$ cat src/include/mwp_defs.svh
// Offsets, fields, reset values and timing counts of the memory window.
// Assumes byte offsets relative to the window base on a 13-bit address.
`ifndef MWP_DEFS_SVH
`define MWP_DEFS_SVH
`define MWP_SECT_BITS 2
`define MWP_SECT_LSB 11
`define MWP_OFF_ARM_CMD 13'h0030
`define MWP_OFF_PAGE_SEL 13'h0070
`define MWP_OFF_SERIAL_LOAD 13'h0080
`define MWP_OFF_IDENT_LOW 13'h1000
`define MWP_OFF_IDLE_DELAY 13'h103e
`define MWP_OFF_IDENT_HIGH 13'h1074
`define MWP_OFF_CONTROL 13'h100c
`define MWP_OFF_CONFIRM 13'h1072
`define MWP_OFF_DMA_CTRL0 13'h1078
`define MWP_OFF_DMA_CTRL1 13'h107a
`define MWP_OFF_RAM_STATUS 13'h1024
`define MWP_OFF_TEST 13'h1004
`define MWP_OFF_BYTE_ORDER 13'h1008
`define MWP_OFF_DEV_SELECT 13'h100a
`define MWP_OFF_CONFIG 13'h100e
`define MWP_OFF_IRQ_CTRL 13'h1010
`define MWP_OFF_OUT_CTRL 13'h1014
`define MWP_OFF_BURST 13'h101c
`define MWP_OFF_IRQ_STATUS 13'h1020
`define MWP_OFF_PWR_DOWN 13'h107c
`define MWP_ARM_VALUE 8'h71
`define MWP_FOLLOW_BIT 7
`define MWP_MODE_RESET 2'b00
`define MWP_MODE_NORMAL 2'b01
`define MWP_MODE_DPD 2'b10
`define MWP_CTRL_RESET 8'h10
`define MWP_CTRL_WREN_BIT 2
`define MWP_CTRL_BDET_BIT 3
`define MWP_CTRL_RSTLAT_BIT 4
`define MWP_SERIAL_BYTES 16
`define MWP_LOAD_NS 1000
`define MWP_CLK_NS 10
`define MWP_LOAD_CYCLES ((`MWP_LOAD_NS + `MWP_CLK_NS - 1) / `MWP_CLK_NS)
`endif

$ cat src/include/mwp_pkg.sv
// Types shared by the memory window block.
// Assumes mwp_defs.svh is not needed here; types only.
package mwp_pkg;
	typedef enum logic [1:0] {MWP_IDLE, MWP_PAGE, MWP_SERIAL} mwp_load_e;
	typedef struct packed {
		logic rd;
		logic wr;
		logic [12:0] addr;
		logic [15:0] wdata;
	} mwp_bus_s;
	typedef struct packed {
		logic [7:0] control;
		logic armed;
		logic serialArm;
		logic [6:0] curPage;
		logic [6:0] nextPage;
		logic [6:0] loadPage;
		mwp_load_e load;
		logic [15:0] loadCnt;
		logic [15:0] dmaCtrl0;
		logic [15:0] dmaCtrl1;
		logic [7:0] pendCtrl;
		logic pendValid;
		logic [15:0] rdata;
		logic ramStart;
		logic [6:0] ramPage;
		logic ramSerial;
		logic loadIdle;
	} mwp_state_s;
endpackage

$ cat src/design/mwp_window_regs.sv
// Host-facing 8KB window decode with paged boot-RAM download registers.
// Assumes a synchronous host bus model: one rd or wr strobe per cycle,
// and a boot RAM / flash engine that reports its own page links.
// Limitation: Deep Power-Down is only a mode code here; the exit
// sequence and the gating of the bus in that mode live elsewhere,
// as do the registers that this bank only decodes.
`timescale 1ns/10ps
`include "mwp_defs.svh"

module mwp_window_regs #(
	parameter logic [15:0] IDENT_LOW = 16'h1234, // Arbitrary value.
	parameter logic [15:0] IDENT_HIGH = 16'hedcb, // Arbitrary value.
	parameter int LOAD_CYCLES = `MWP_LOAD_CYCLES
) (
	// Clock and reset
	input wire logic clock,
	input wire logic rst,
	input wire logic clockEnable,
	// Host bus
	input wire mwp_pkg::mwp_bus_s hostBus,
	output logic [15:0] readData,
	// Boot block and boot RAM side
	input wire logic [15:0] bootData,
	input wire logic [6:0] linkNextPage,
	output logic ramLoadStart,
	output logic [6:0] ramLoadPage,
	output logic ramLoadSerial,
	// Status
	output logic [1:0] opMode,
	output logic loadReady
);

	mwp_pkg::mwp_state_s s_q, s_d;

	// ------------------------------------------------------------
	// Address decode
	// ------------------------------------------------------------

	function automatic logic isBoot(input logic [12:0] a);
		logic [1:0] sect;
		sect = a[`MWP_SECT_LSB +: `MWP_SECT_BITS];
		return (sect == 2'd0) || (sect == 2'd3);
	endfunction

	// Bit 0 only picks a byte lane, so registers decode on even offsets.
	function automatic logic [12:0] regOff(input logic [12:0] a);
		return {a[12:1], 1'b0};
	endfunction

	function automatic logic hit(input logic [12:0] a,
		input logic [12:0] off);
		return regOff(a) == off;
	endfunction

	// Conditions shared by the read and write paths.
	logic inReset;
	logic [7:0] wByte;
	logic loadBusy;
	assign inReset = s_q.control[1:0] == `MWP_MODE_RESET;
	assign wByte = hostBus.wdata[7:0];
	assign loadBusy = !s_q.loadIdle;

	// ------------------------------------------------------------
	// Next state
	// ------------------------------------------------------------

	always_comb begin
		logic [15:0] rv;
		logic [7:0] wc;
		rv = 16'h0000;
		wc = 8'h00;
		s_d = s_q;
		s_d.ramStart = 1'b0;

		// ----------------------------------------------------------
		// Read path
		// ----------------------------------------------------------

		// Boot block reads pass in every mode; the host may be
		// executing from it while the registers are still held at zero.
		if (hostBus.rd) begin
			if (isBoot(hostBus.addr)) begin
				rv = bootData;
			end else if (inReset) begin
				rv = 16'h0000;
			end else begin
				unique case (regOff(hostBus.addr))
					`MWP_OFF_IDENT_LOW: rv = IDENT_LOW;
					`MWP_OFF_IDENT_HIGH: rv = IDENT_HIGH;
					// Mode write enable always reads 0; bits 7-5 read 0.
					`MWP_OFF_CONTROL: rv = {8'h00, 3'b000,
						s_q.control[4:3], 1'b0, s_q.control[1:0]};
					`MWP_OFF_RAM_STATUS: rv = {8'h00, 7'h00, !loadBusy};
					`MWP_OFF_DMA_CTRL0: rv = s_q.dmaCtrl0;
					`MWP_OFF_DMA_CTRL1: rv = s_q.dmaCtrl1;
					// Decoded here but kept by other blocks, so they read 0
					// from this bank; write-only slots read 0 as well.
					`MWP_OFF_TEST,
					`MWP_OFF_BYTE_ORDER,
					`MWP_OFF_DEV_SELECT,
					`MWP_OFF_CONFIG,
					`MWP_OFF_IRQ_CTRL,
					`MWP_OFF_OUT_CTRL,
					`MWP_OFF_BURST,
					`MWP_OFF_IRQ_STATUS,
					`MWP_OFF_CONFIRM,
					`MWP_OFF_IDLE_DELAY,
					`MWP_OFF_PWR_DOWN: rv = 16'h0000;
					default: rv = 16'h0000;
				endcase
			end
			s_d.rdata = rv;
			// A non-boot read breaks the control pairing and the serial
			// arm, which only tolerates boot RAM reads; the page arm
			// only counts writes, so it survives any read.
			if (!isBoot(hostBus.addr)) begin
				s_d.pendValid = 1'b0;
				s_d.serialArm = 1'b0;
			end
		end

		// ----------------------------------------------------------
		// Write path: arm, page select and serial download
		// ----------------------------------------------------------

		if (hostBus.wr) begin
			// Arming lasts only until the next write, whatever it hits.
			s_d.armed = 1'b0;
			s_d.serialArm = 1'b0;
			s_d.pendValid = 1'b0;
			if (hit(hostBus.addr, `MWP_OFF_ARM_CMD)) begin
				// Reserved command values simply leave both arms clear.
				s_d.armed = wByte == `MWP_ARM_VALUE;
				s_d.serialArm = wByte == `MWP_ARM_VALUE;
			end else if (hit(hostBus.addr, `MWP_OFF_PAGE_SEL)) begin
				if (s_q.armed && !loadBusy) begin
					s_d.load = mwp_pkg::MWP_PAGE;
					s_d.loadCnt = 16'(LOAD_CYCLES);
					if (wByte[`MWP_FOLLOW_BIT]) begin
						s_d.loadPage = s_q.nextPage;
					end else begin
						s_d.loadPage = wByte[6:0];
					end
					s_d.ramStart = 1'b1;
					s_d.ramPage = s_d.loadPage;
					s_d.ramSerial = 1'b0;
				end
			end else if (hit(hostBus.addr, `MWP_OFF_SERIAL_LOAD)) begin
				// A download asked for while one runs is dropped; the
				// host is expected to poll ready before the next one.
				if (s_q.serialArm && !loadBusy) begin
					s_d.load = mwp_pkg::MWP_SERIAL;
					s_d.loadCnt = 16'(LOAD_CYCLES);
					s_d.ramStart = 1'b1;
					s_d.ramSerial = 1'b1;
				end
			// ------------------------------------------------------
			// Control pairing
			// ------------------------------------------------------
			end else if (hit(hostBus.addr, `MWP_OFF_CONTROL)) begin
				// First half of the pairing; nothing applies until the
				// complement arrives at the confirmation slot.
				s_d.pendCtrl = wByte;
				s_d.pendValid = 1'b1;
			end else if (hit(hostBus.addr, `MWP_OFF_CONFIRM)) begin
				wc = s_q.pendCtrl;
				if (s_q.pendValid && wByte == ~wc) begin
					// Code 11 is not a mode; taking it would leave the
					// bank in a state that no decode path expects.
					if (wc[`MWP_CTRL_WREN_BIT] && (wc[1:0] inside
						{`MWP_MODE_RESET, `MWP_MODE_NORMAL,
						`MWP_MODE_DPD})) begin
						s_d.control[1:0] = wc[1:0];
						if (inReset && wc[1:0] == `MWP_MODE_NORMAL) begin
							s_d.dmaCtrl0 = 16'h0000;
							s_d.dmaCtrl1 = 16'h0000;
						end
					end
					// Status flags clear on writing a one.
					if (wc[`MWP_CTRL_BDET_BIT]) begin
						s_d.control[`MWP_CTRL_BDET_BIT] = 1'b0;
					end
					if (wc[`MWP_CTRL_RSTLAT_BIT]) begin
						s_d.control[`MWP_CTRL_RSTLAT_BIT] = 1'b0;
					end
				end
			end else if (!inReset) begin
				// Only the DMA pair is stored here; the delay slot and
				// the slots kept by other blocks leave this bank alone.
				if (hit(hostBus.addr, `MWP_OFF_DMA_CTRL0)) begin
					s_d.dmaCtrl0 = hostBus.wdata;
				end else if (hit(hostBus.addr, `MWP_OFF_DMA_CTRL1)) begin
					s_d.dmaCtrl1 = hostBus.wdata;
				end else if (hit(hostBus.addr, `MWP_OFF_IDLE_DELAY)) begin
					// A delay cycle: it ends the arm and the pairing
					// above and changes nothing else.
					s_d.pendValid = 1'b0;
				end
			end
			// Boot block writes during pairing would be other cycles too.
		end

		// ----------------------------------------------------------
		// Download timer
		// ----------------------------------------------------------

		// The page link is taken when a page lands, so a follow-link
		// request always sees the page that finished last.
		if (loadBusy && !s_d.ramStart) begin
			if (s_q.loadCnt <= 16'd1) begin
				if (s_q.load == mwp_pkg::MWP_PAGE) begin
					s_d.curPage = s_q.loadPage;
					s_d.nextPage = linkNextPage;
				end
				s_d.load = mwp_pkg::MWP_IDLE;
				s_d.loadCnt = 16'h0000;
			end else begin
				s_d.loadCnt = s_q.loadCnt - 16'd1;
			end
		end

		// ----------------------------------------------------------
		// Ready flag
		// ----------------------------------------------------------

		// Registered, so the ready output comes straight off a flop
		// and polls of it see the same value as the status register.
		s_d.loadIdle = s_d.load == mwp_pkg::MWP_IDLE;
	end

	// ------------------------------------------------------------
	// State register
	// ------------------------------------------------------------

	// Clock enable low freezes everything, the download timer included,
	// so a stalled host bus cannot lose or shorten a pending load.
	always_ff @(posedge clock or posedge rst) begin
		if (rst) begin
			// Field by field, so that the reset values stay visible;
			// a field added to the state must be added here as well.
			s_q.control <= `MWP_CTRL_RESET;
			s_q.armed <= 1'b0;
			s_q.serialArm <= 1'b0;
			s_q.curPage <= 7'h00;
			s_q.nextPage <= 7'h00;
			s_q.loadPage <= 7'h00;
			s_q.load <= mwp_pkg::MWP_IDLE;
			s_q.loadCnt <= 16'h0000;
			s_q.dmaCtrl0 <= 16'h0000;
			s_q.dmaCtrl1 <= 16'h0000;
			s_q.pendCtrl <= 8'h00;
			s_q.pendValid <= 1'b0;
			s_q.rdata <= 16'h0000;
			s_q.ramStart <= 1'b0;
			s_q.ramPage <= 7'h00;
			s_q.ramSerial <= 1'b0;
			s_q.loadIdle <= 1'b1;
		end else if (clockEnable) begin
			s_q <= s_d;
		end
	end

	// ------------------------------------------------------------
	// Outputs
	// ------------------------------------------------------------

	// Every output is a field of the state register, never logic, so
	// the host side sees no glitch from the decode above.
	assign readData = s_q.rdata;
	assign ramLoadStart = s_q.ramStart;
	assign ramLoadPage = s_q.ramPage;
	assign ramLoadSerial = s_q.ramSerial;
	assign opMode = s_q.control[1:0];
	assign loadReady = s_q.loadIdle;

endmodule

$ cat config.mk
export PLATFORM = sky130hd
export DESIGN_NAME = mwp_window_regs
export DESIGN_NICKNAME = d
export VERILOG_FILES = /design/src/include/mwp_pkg.sv /design/src/design/mwp_window_regs.sv
export VERILOG_INCLUDE_DIRS = /design/src /design/src/include
export SDC_FILE = /design/constraint.sdc
export NUM_CORES = 1
export LEC_CHECK = 0
export BUFFER_PORTS_ARGS = -buffer_cell sky130_fd_sc_hd__buf_4
export CAP_MARGIN = 25
export CORE_ASPECT_RATIO = 2
export CORE_MARGIN = 5
export CORE_UTILIZATION = 55
export CTS_CLUSTER_SIZE = 14
export DETAILED_ROUTE_END_ITERATION = 12
export GPL_TIMING_DRIVEN = 1
export PLACE_DENSITY = 0.78
export SETUP_SLACK_MARGIN = 0.1
export SYNTH_ARGS = -nofsm -noshare
export SYNTH_HDL_FRONTEND = slang
export SYNTH_SLANG_ARGS = --single-unit
$ cat constraint.sdc
create_clock -name clock -period 10.24 [get_ports clock]
set_input_delay 2.56 -clock clock [delete_from_list [all_inputs] [get_ports clock]]
set_output_delay 2.56 -clock clock [all_outputs]
set_load 0.01 [all_outputs]
==> results.md <==
* Combinational share of power at 0.114
* Root buffer cell: clkbuf_16
* Reg-to-reg endpoint: s_q[81]$_DFFE_PP0P_
* Router iterations before antenna repair at 4
* Compound-gate portion of the synthesized area at 0.1310
* Critical Path AT at 5.44 ns
* Initial Util at 0.5572
* Ys async rst share at 1.000
* Number of global-route vias before repair at 4307
* Post-Synthesis Cells at 505
* Post-synth EDFFs at 0
* PortBufs at 83
* Crit Path Category: in2reg
* CP Capture Type: flop
* Nets at 619
* Inserted Diodes at 0
* Die span in y at 149.7 um
* Register area at 2430 um^2
* Number of gates resized after CTS at 0
* Leakage at 2.886 nW
* Flop pwr share at 0.489
* Int Pwr at 0.6086 mW
* Post-DP Area at 5861 um^2
* Clock skew at 0.008077 ns
* Max-cap viol count at 0
* Final Setup Violations at 0
* Clk_lat worst skew at 0.35 ns
* Area delta synth->final at 15.19%
* Fin Setup TNS at 0 ns
* Cells on worst reg2reg path at 7
* TritonCTS clock tree: yes
* Clock transition at path regs at 0.07 ns
* DRC at 0
* Worst Setup Start Kind: primary input
* Initial DRC Count at 241
* Die ar. at 11960 um^2
* Post-synthesis xor/xnor area fraction at 0.01305
* Synthesized Nets at 566
* Status: finished clean
* Simple-gate share of the synthesized area at 0.1862
* Routability-driven placement congestion ratio at 0.8628
* Synth top area cells: dfrtp_1, mux2_2, mux2_4
* RR Startpoint: s_q[67]$_DFFE_PP0P_
* Final Instance Area at 6185 um^2
* Pwr/cell area at 133.8 nW/um^2
* Final WL at 12870 um
* First-pass GRT wire length at 20730 um
* Io pins at 85
* RSZ-0062 raised after global routing: no
* Initial antenna violation count at 0
* Fmax at 0.1916 GHz
* CTS Hold Buffers Added at 0
* Crit-path cells: buf_4, and4bb_1, nand4_2, nor4_1, o211a_1, mux2_2
* Hold Path Origin: s_q[112]$_DFFE_PP1P_
* Slew Viols, Final at 0
* DP Cell Count at 676
* Avg WL per Cell at 18.51 um
* Layout cells sized above 1 at 0.2966
* HP Class: reg2reg
* GRT overflow at 0
* Worst setup startpoint: hostBus[23]
* Post-CTS Setup Bufs at 0
* Synth warn at 0
* Yosys reg bits at 97
* Vias per cell at 6.068
* Clock sink count at 97
* Mux share of post-synthesis cell area at 0.1352
* Clock share of power at 0.397
* Switching Fraction at 0.2645
* Post-synth top area share at 0.4428
* Hold Violations, Final at 0
* Req. time, crit path at 10.47 ns
* Worst slew pin tran at 1.049 ns
* Layout fillers at 786
* Multi-input logic area at 2555 um^2
* Crit Path Max Fanout at 18
* Total track usage at 0.2221
* Net Sw Power at 0.2188 mW
* Rows at 51
* Total CTS buffers at 9
* CP max stage delay at 0.79 ns
* Pin count of the biggest net entering global routing at 75
* Cell taking the most area after synthesis: dfrtp_1
* DIE WIDTH at 79.86 um
* Largest family of logic cells by synthesized area: simple AND/OR/NAND/NOR gates
* Fin crit share at 0.5096
* Max clock buf depth at 2
* Vias at 4217
* Synthesized area per cell at 10.63 um^2
* ANT nets after route at 0
* Finished Layout Cells at 695
* Post-layout min period at 5.218 ns
* Slowest CP cell: o211a_1
* Worst R2R Setup Slack at 7.55 ns
* Most common flop cell mapped by yosys: dfrtp_1
* Seq/Total Area, Yosys at 0.4526
* Max IR drop VDD at 0.1424 mV
* Rel. slew slack at 0.2984
* Synth Area in Adders at 0.009322
* Netlist cell types at 64
* H-tree Lvls at 3
* Worst Setup EP: s_q[65]$_DFFE_PP0P_
* Dpl hpwl at 9395 um
* Mapped Area at 5369 um^2
* Core area at 9635 um^2
cells in the mapped netlist (3+ instances only):
cell      count
and3_1        3
nor3b_1      19
inv_1        15
nand3_1      14
nand2b_1      4
a211oi_1      5
and2_1       18
a21oi_1      26
a31oi_1       8
nor3_1       19
buf_4        25
nor2b_1       6
a221oi_1     13
dfrtp_1      95
mux2i_1      11
o21ai_0      28
or3_1         5
nand2_1      33
buf_2         4
mux2_4       20
buf_6         3
nor4_1        8
xor2_1        8
a211o_1       3
nand4_1       5
ha_1          4
nor2_1       12
mux2_2       28
clkbuf_1     13
final cells by class:
cell class / count / area share
multi-input cells: 345 / 0.4131
flip-flops and latches: 97 / 0.3929
repair buffers: 90 / 0.1117
clock buffers: 9 / 0.03642
well taps: 132 / 0.02670
clock inverters: 7 / 0.009913
inverters: 15 / 0.009306
cells by family after synthesis:
kind of cell,Yosys count
multiplexers,59
AND/OR/NAND/NOR,169
AO/OA/AOI/OAI,105
buffers and inverters,63
flip-flops,97
adder cells (fa/ha/maj),4
XOR/XNOR,8
cell usage in the layout (no fill, tap or decap), drive strengths merged, types with 3 or more instances in the layout:
cell type | Yosys | routed
clkinv | 0 | 3
and2 | 18 | 18
o211a | 3 | 3
and3 | 3 | 3
or3 | 5 | 5
nor3 | 19 | 19
nor2b | 6 | 6
nor3b | 19 | 19
dfrtp | 95 | 95
nor2 | 13 | 13
buf | 35 | 89
a221oi | 14 | 14
clkbuf | 13 | 10
a211o | 3 | 3
a31oi | 8 | 8
nand4 | 6 | 6
xor2 | 8 | 8
nor4 | 8 | 8
a21oi | 26 | 26
nand3 | 14 | 14
ha | 4 | 4
inv | 15 | 18
a211oi | 5 | 5
o21ai | 28 | 28
nand2 | 33 | 33
mux2i | 11 | 11
nand2b | 4 | 4
mux2 | 48 | 48
state kept, by name, summed over array words and instances, names as in the netlist:
register and count:
ramLoadSerial 1, ramLoadStart 1, readData 16, opMode 2
s_q 69, loadReady 1, ramLoadPage 7
power by group through the flow:
| stage | clock network, mW | registers, mW | logic [mW] |
|---|---|---|---|
| CTS | 0.335 | 0.404 | 0.0940 |
| detailed placement | 0 | 0.412 | 0.0938 |
| global placement | 0 | 0.411 | 0.0910 |
| global route | 0.351 | 0.407 | 0.104 |
| finish | 0.328 | 0.405 | 0.0945 |
| floorplan | 0 | 0.409 | 0.0597 |
worst min path at each step:
stage	cells past startpoint	end
after global placement	2	s_q[112]$_DFFE_PP1P_
after floorplan	2	s_q[112]$_DFFE_PP1P_
final	2	s_q[112]$_DFFE_PP1P_
after detailed placement	2	s_q[112]$_DFFE_PP1P_
after global routing	2	s_q[112]$_DFFE_PP1P_
after CTS	2	s_q[112]$_DFFE_PP1P_
per-stage QoR:
stage / worst slack (ns) / power (mW) / util / hold slack (ns)
detailed placement: 4.686 / 0.5057 / 0.6082 / 0.4325
global route: 4.835 / 0.8620 / 0.6419 / 0.4712
floorplan: 5.150 / 0.4691 / - / 0.4215
CTS: 5.044 / 0.8329 / 0.6380 / 0.4437
global placement: 4.727 / 0.5021 / 0.6075 / 0.4362
finish: 5.022 / 0.8274 / 0.6419 / 0.4402
metal layers:
metal  vias to the layer above  track usage  part of all wire  routed length [um]
met5                         -            0                 0                   0
met4                         0      0.09729             0.031                 395
met3                        38      0.03554             0.042                 544
met2                       144       0.3903              0.53                6862
met1                      2092       0.2634              0.39                5065
li1                       1943            -                 -                   -
worst max-delay path, delay by kind of cell:
kind,cells,cell delay [ns]
AO/OA/AOI/OAI,1,0.79
multiplexers,1,0.42
AND/OR/NAND/NOR,3,1.53
buffers and inverters,1,0.13
Note: power is estimated with default switching activity, not from simulation.
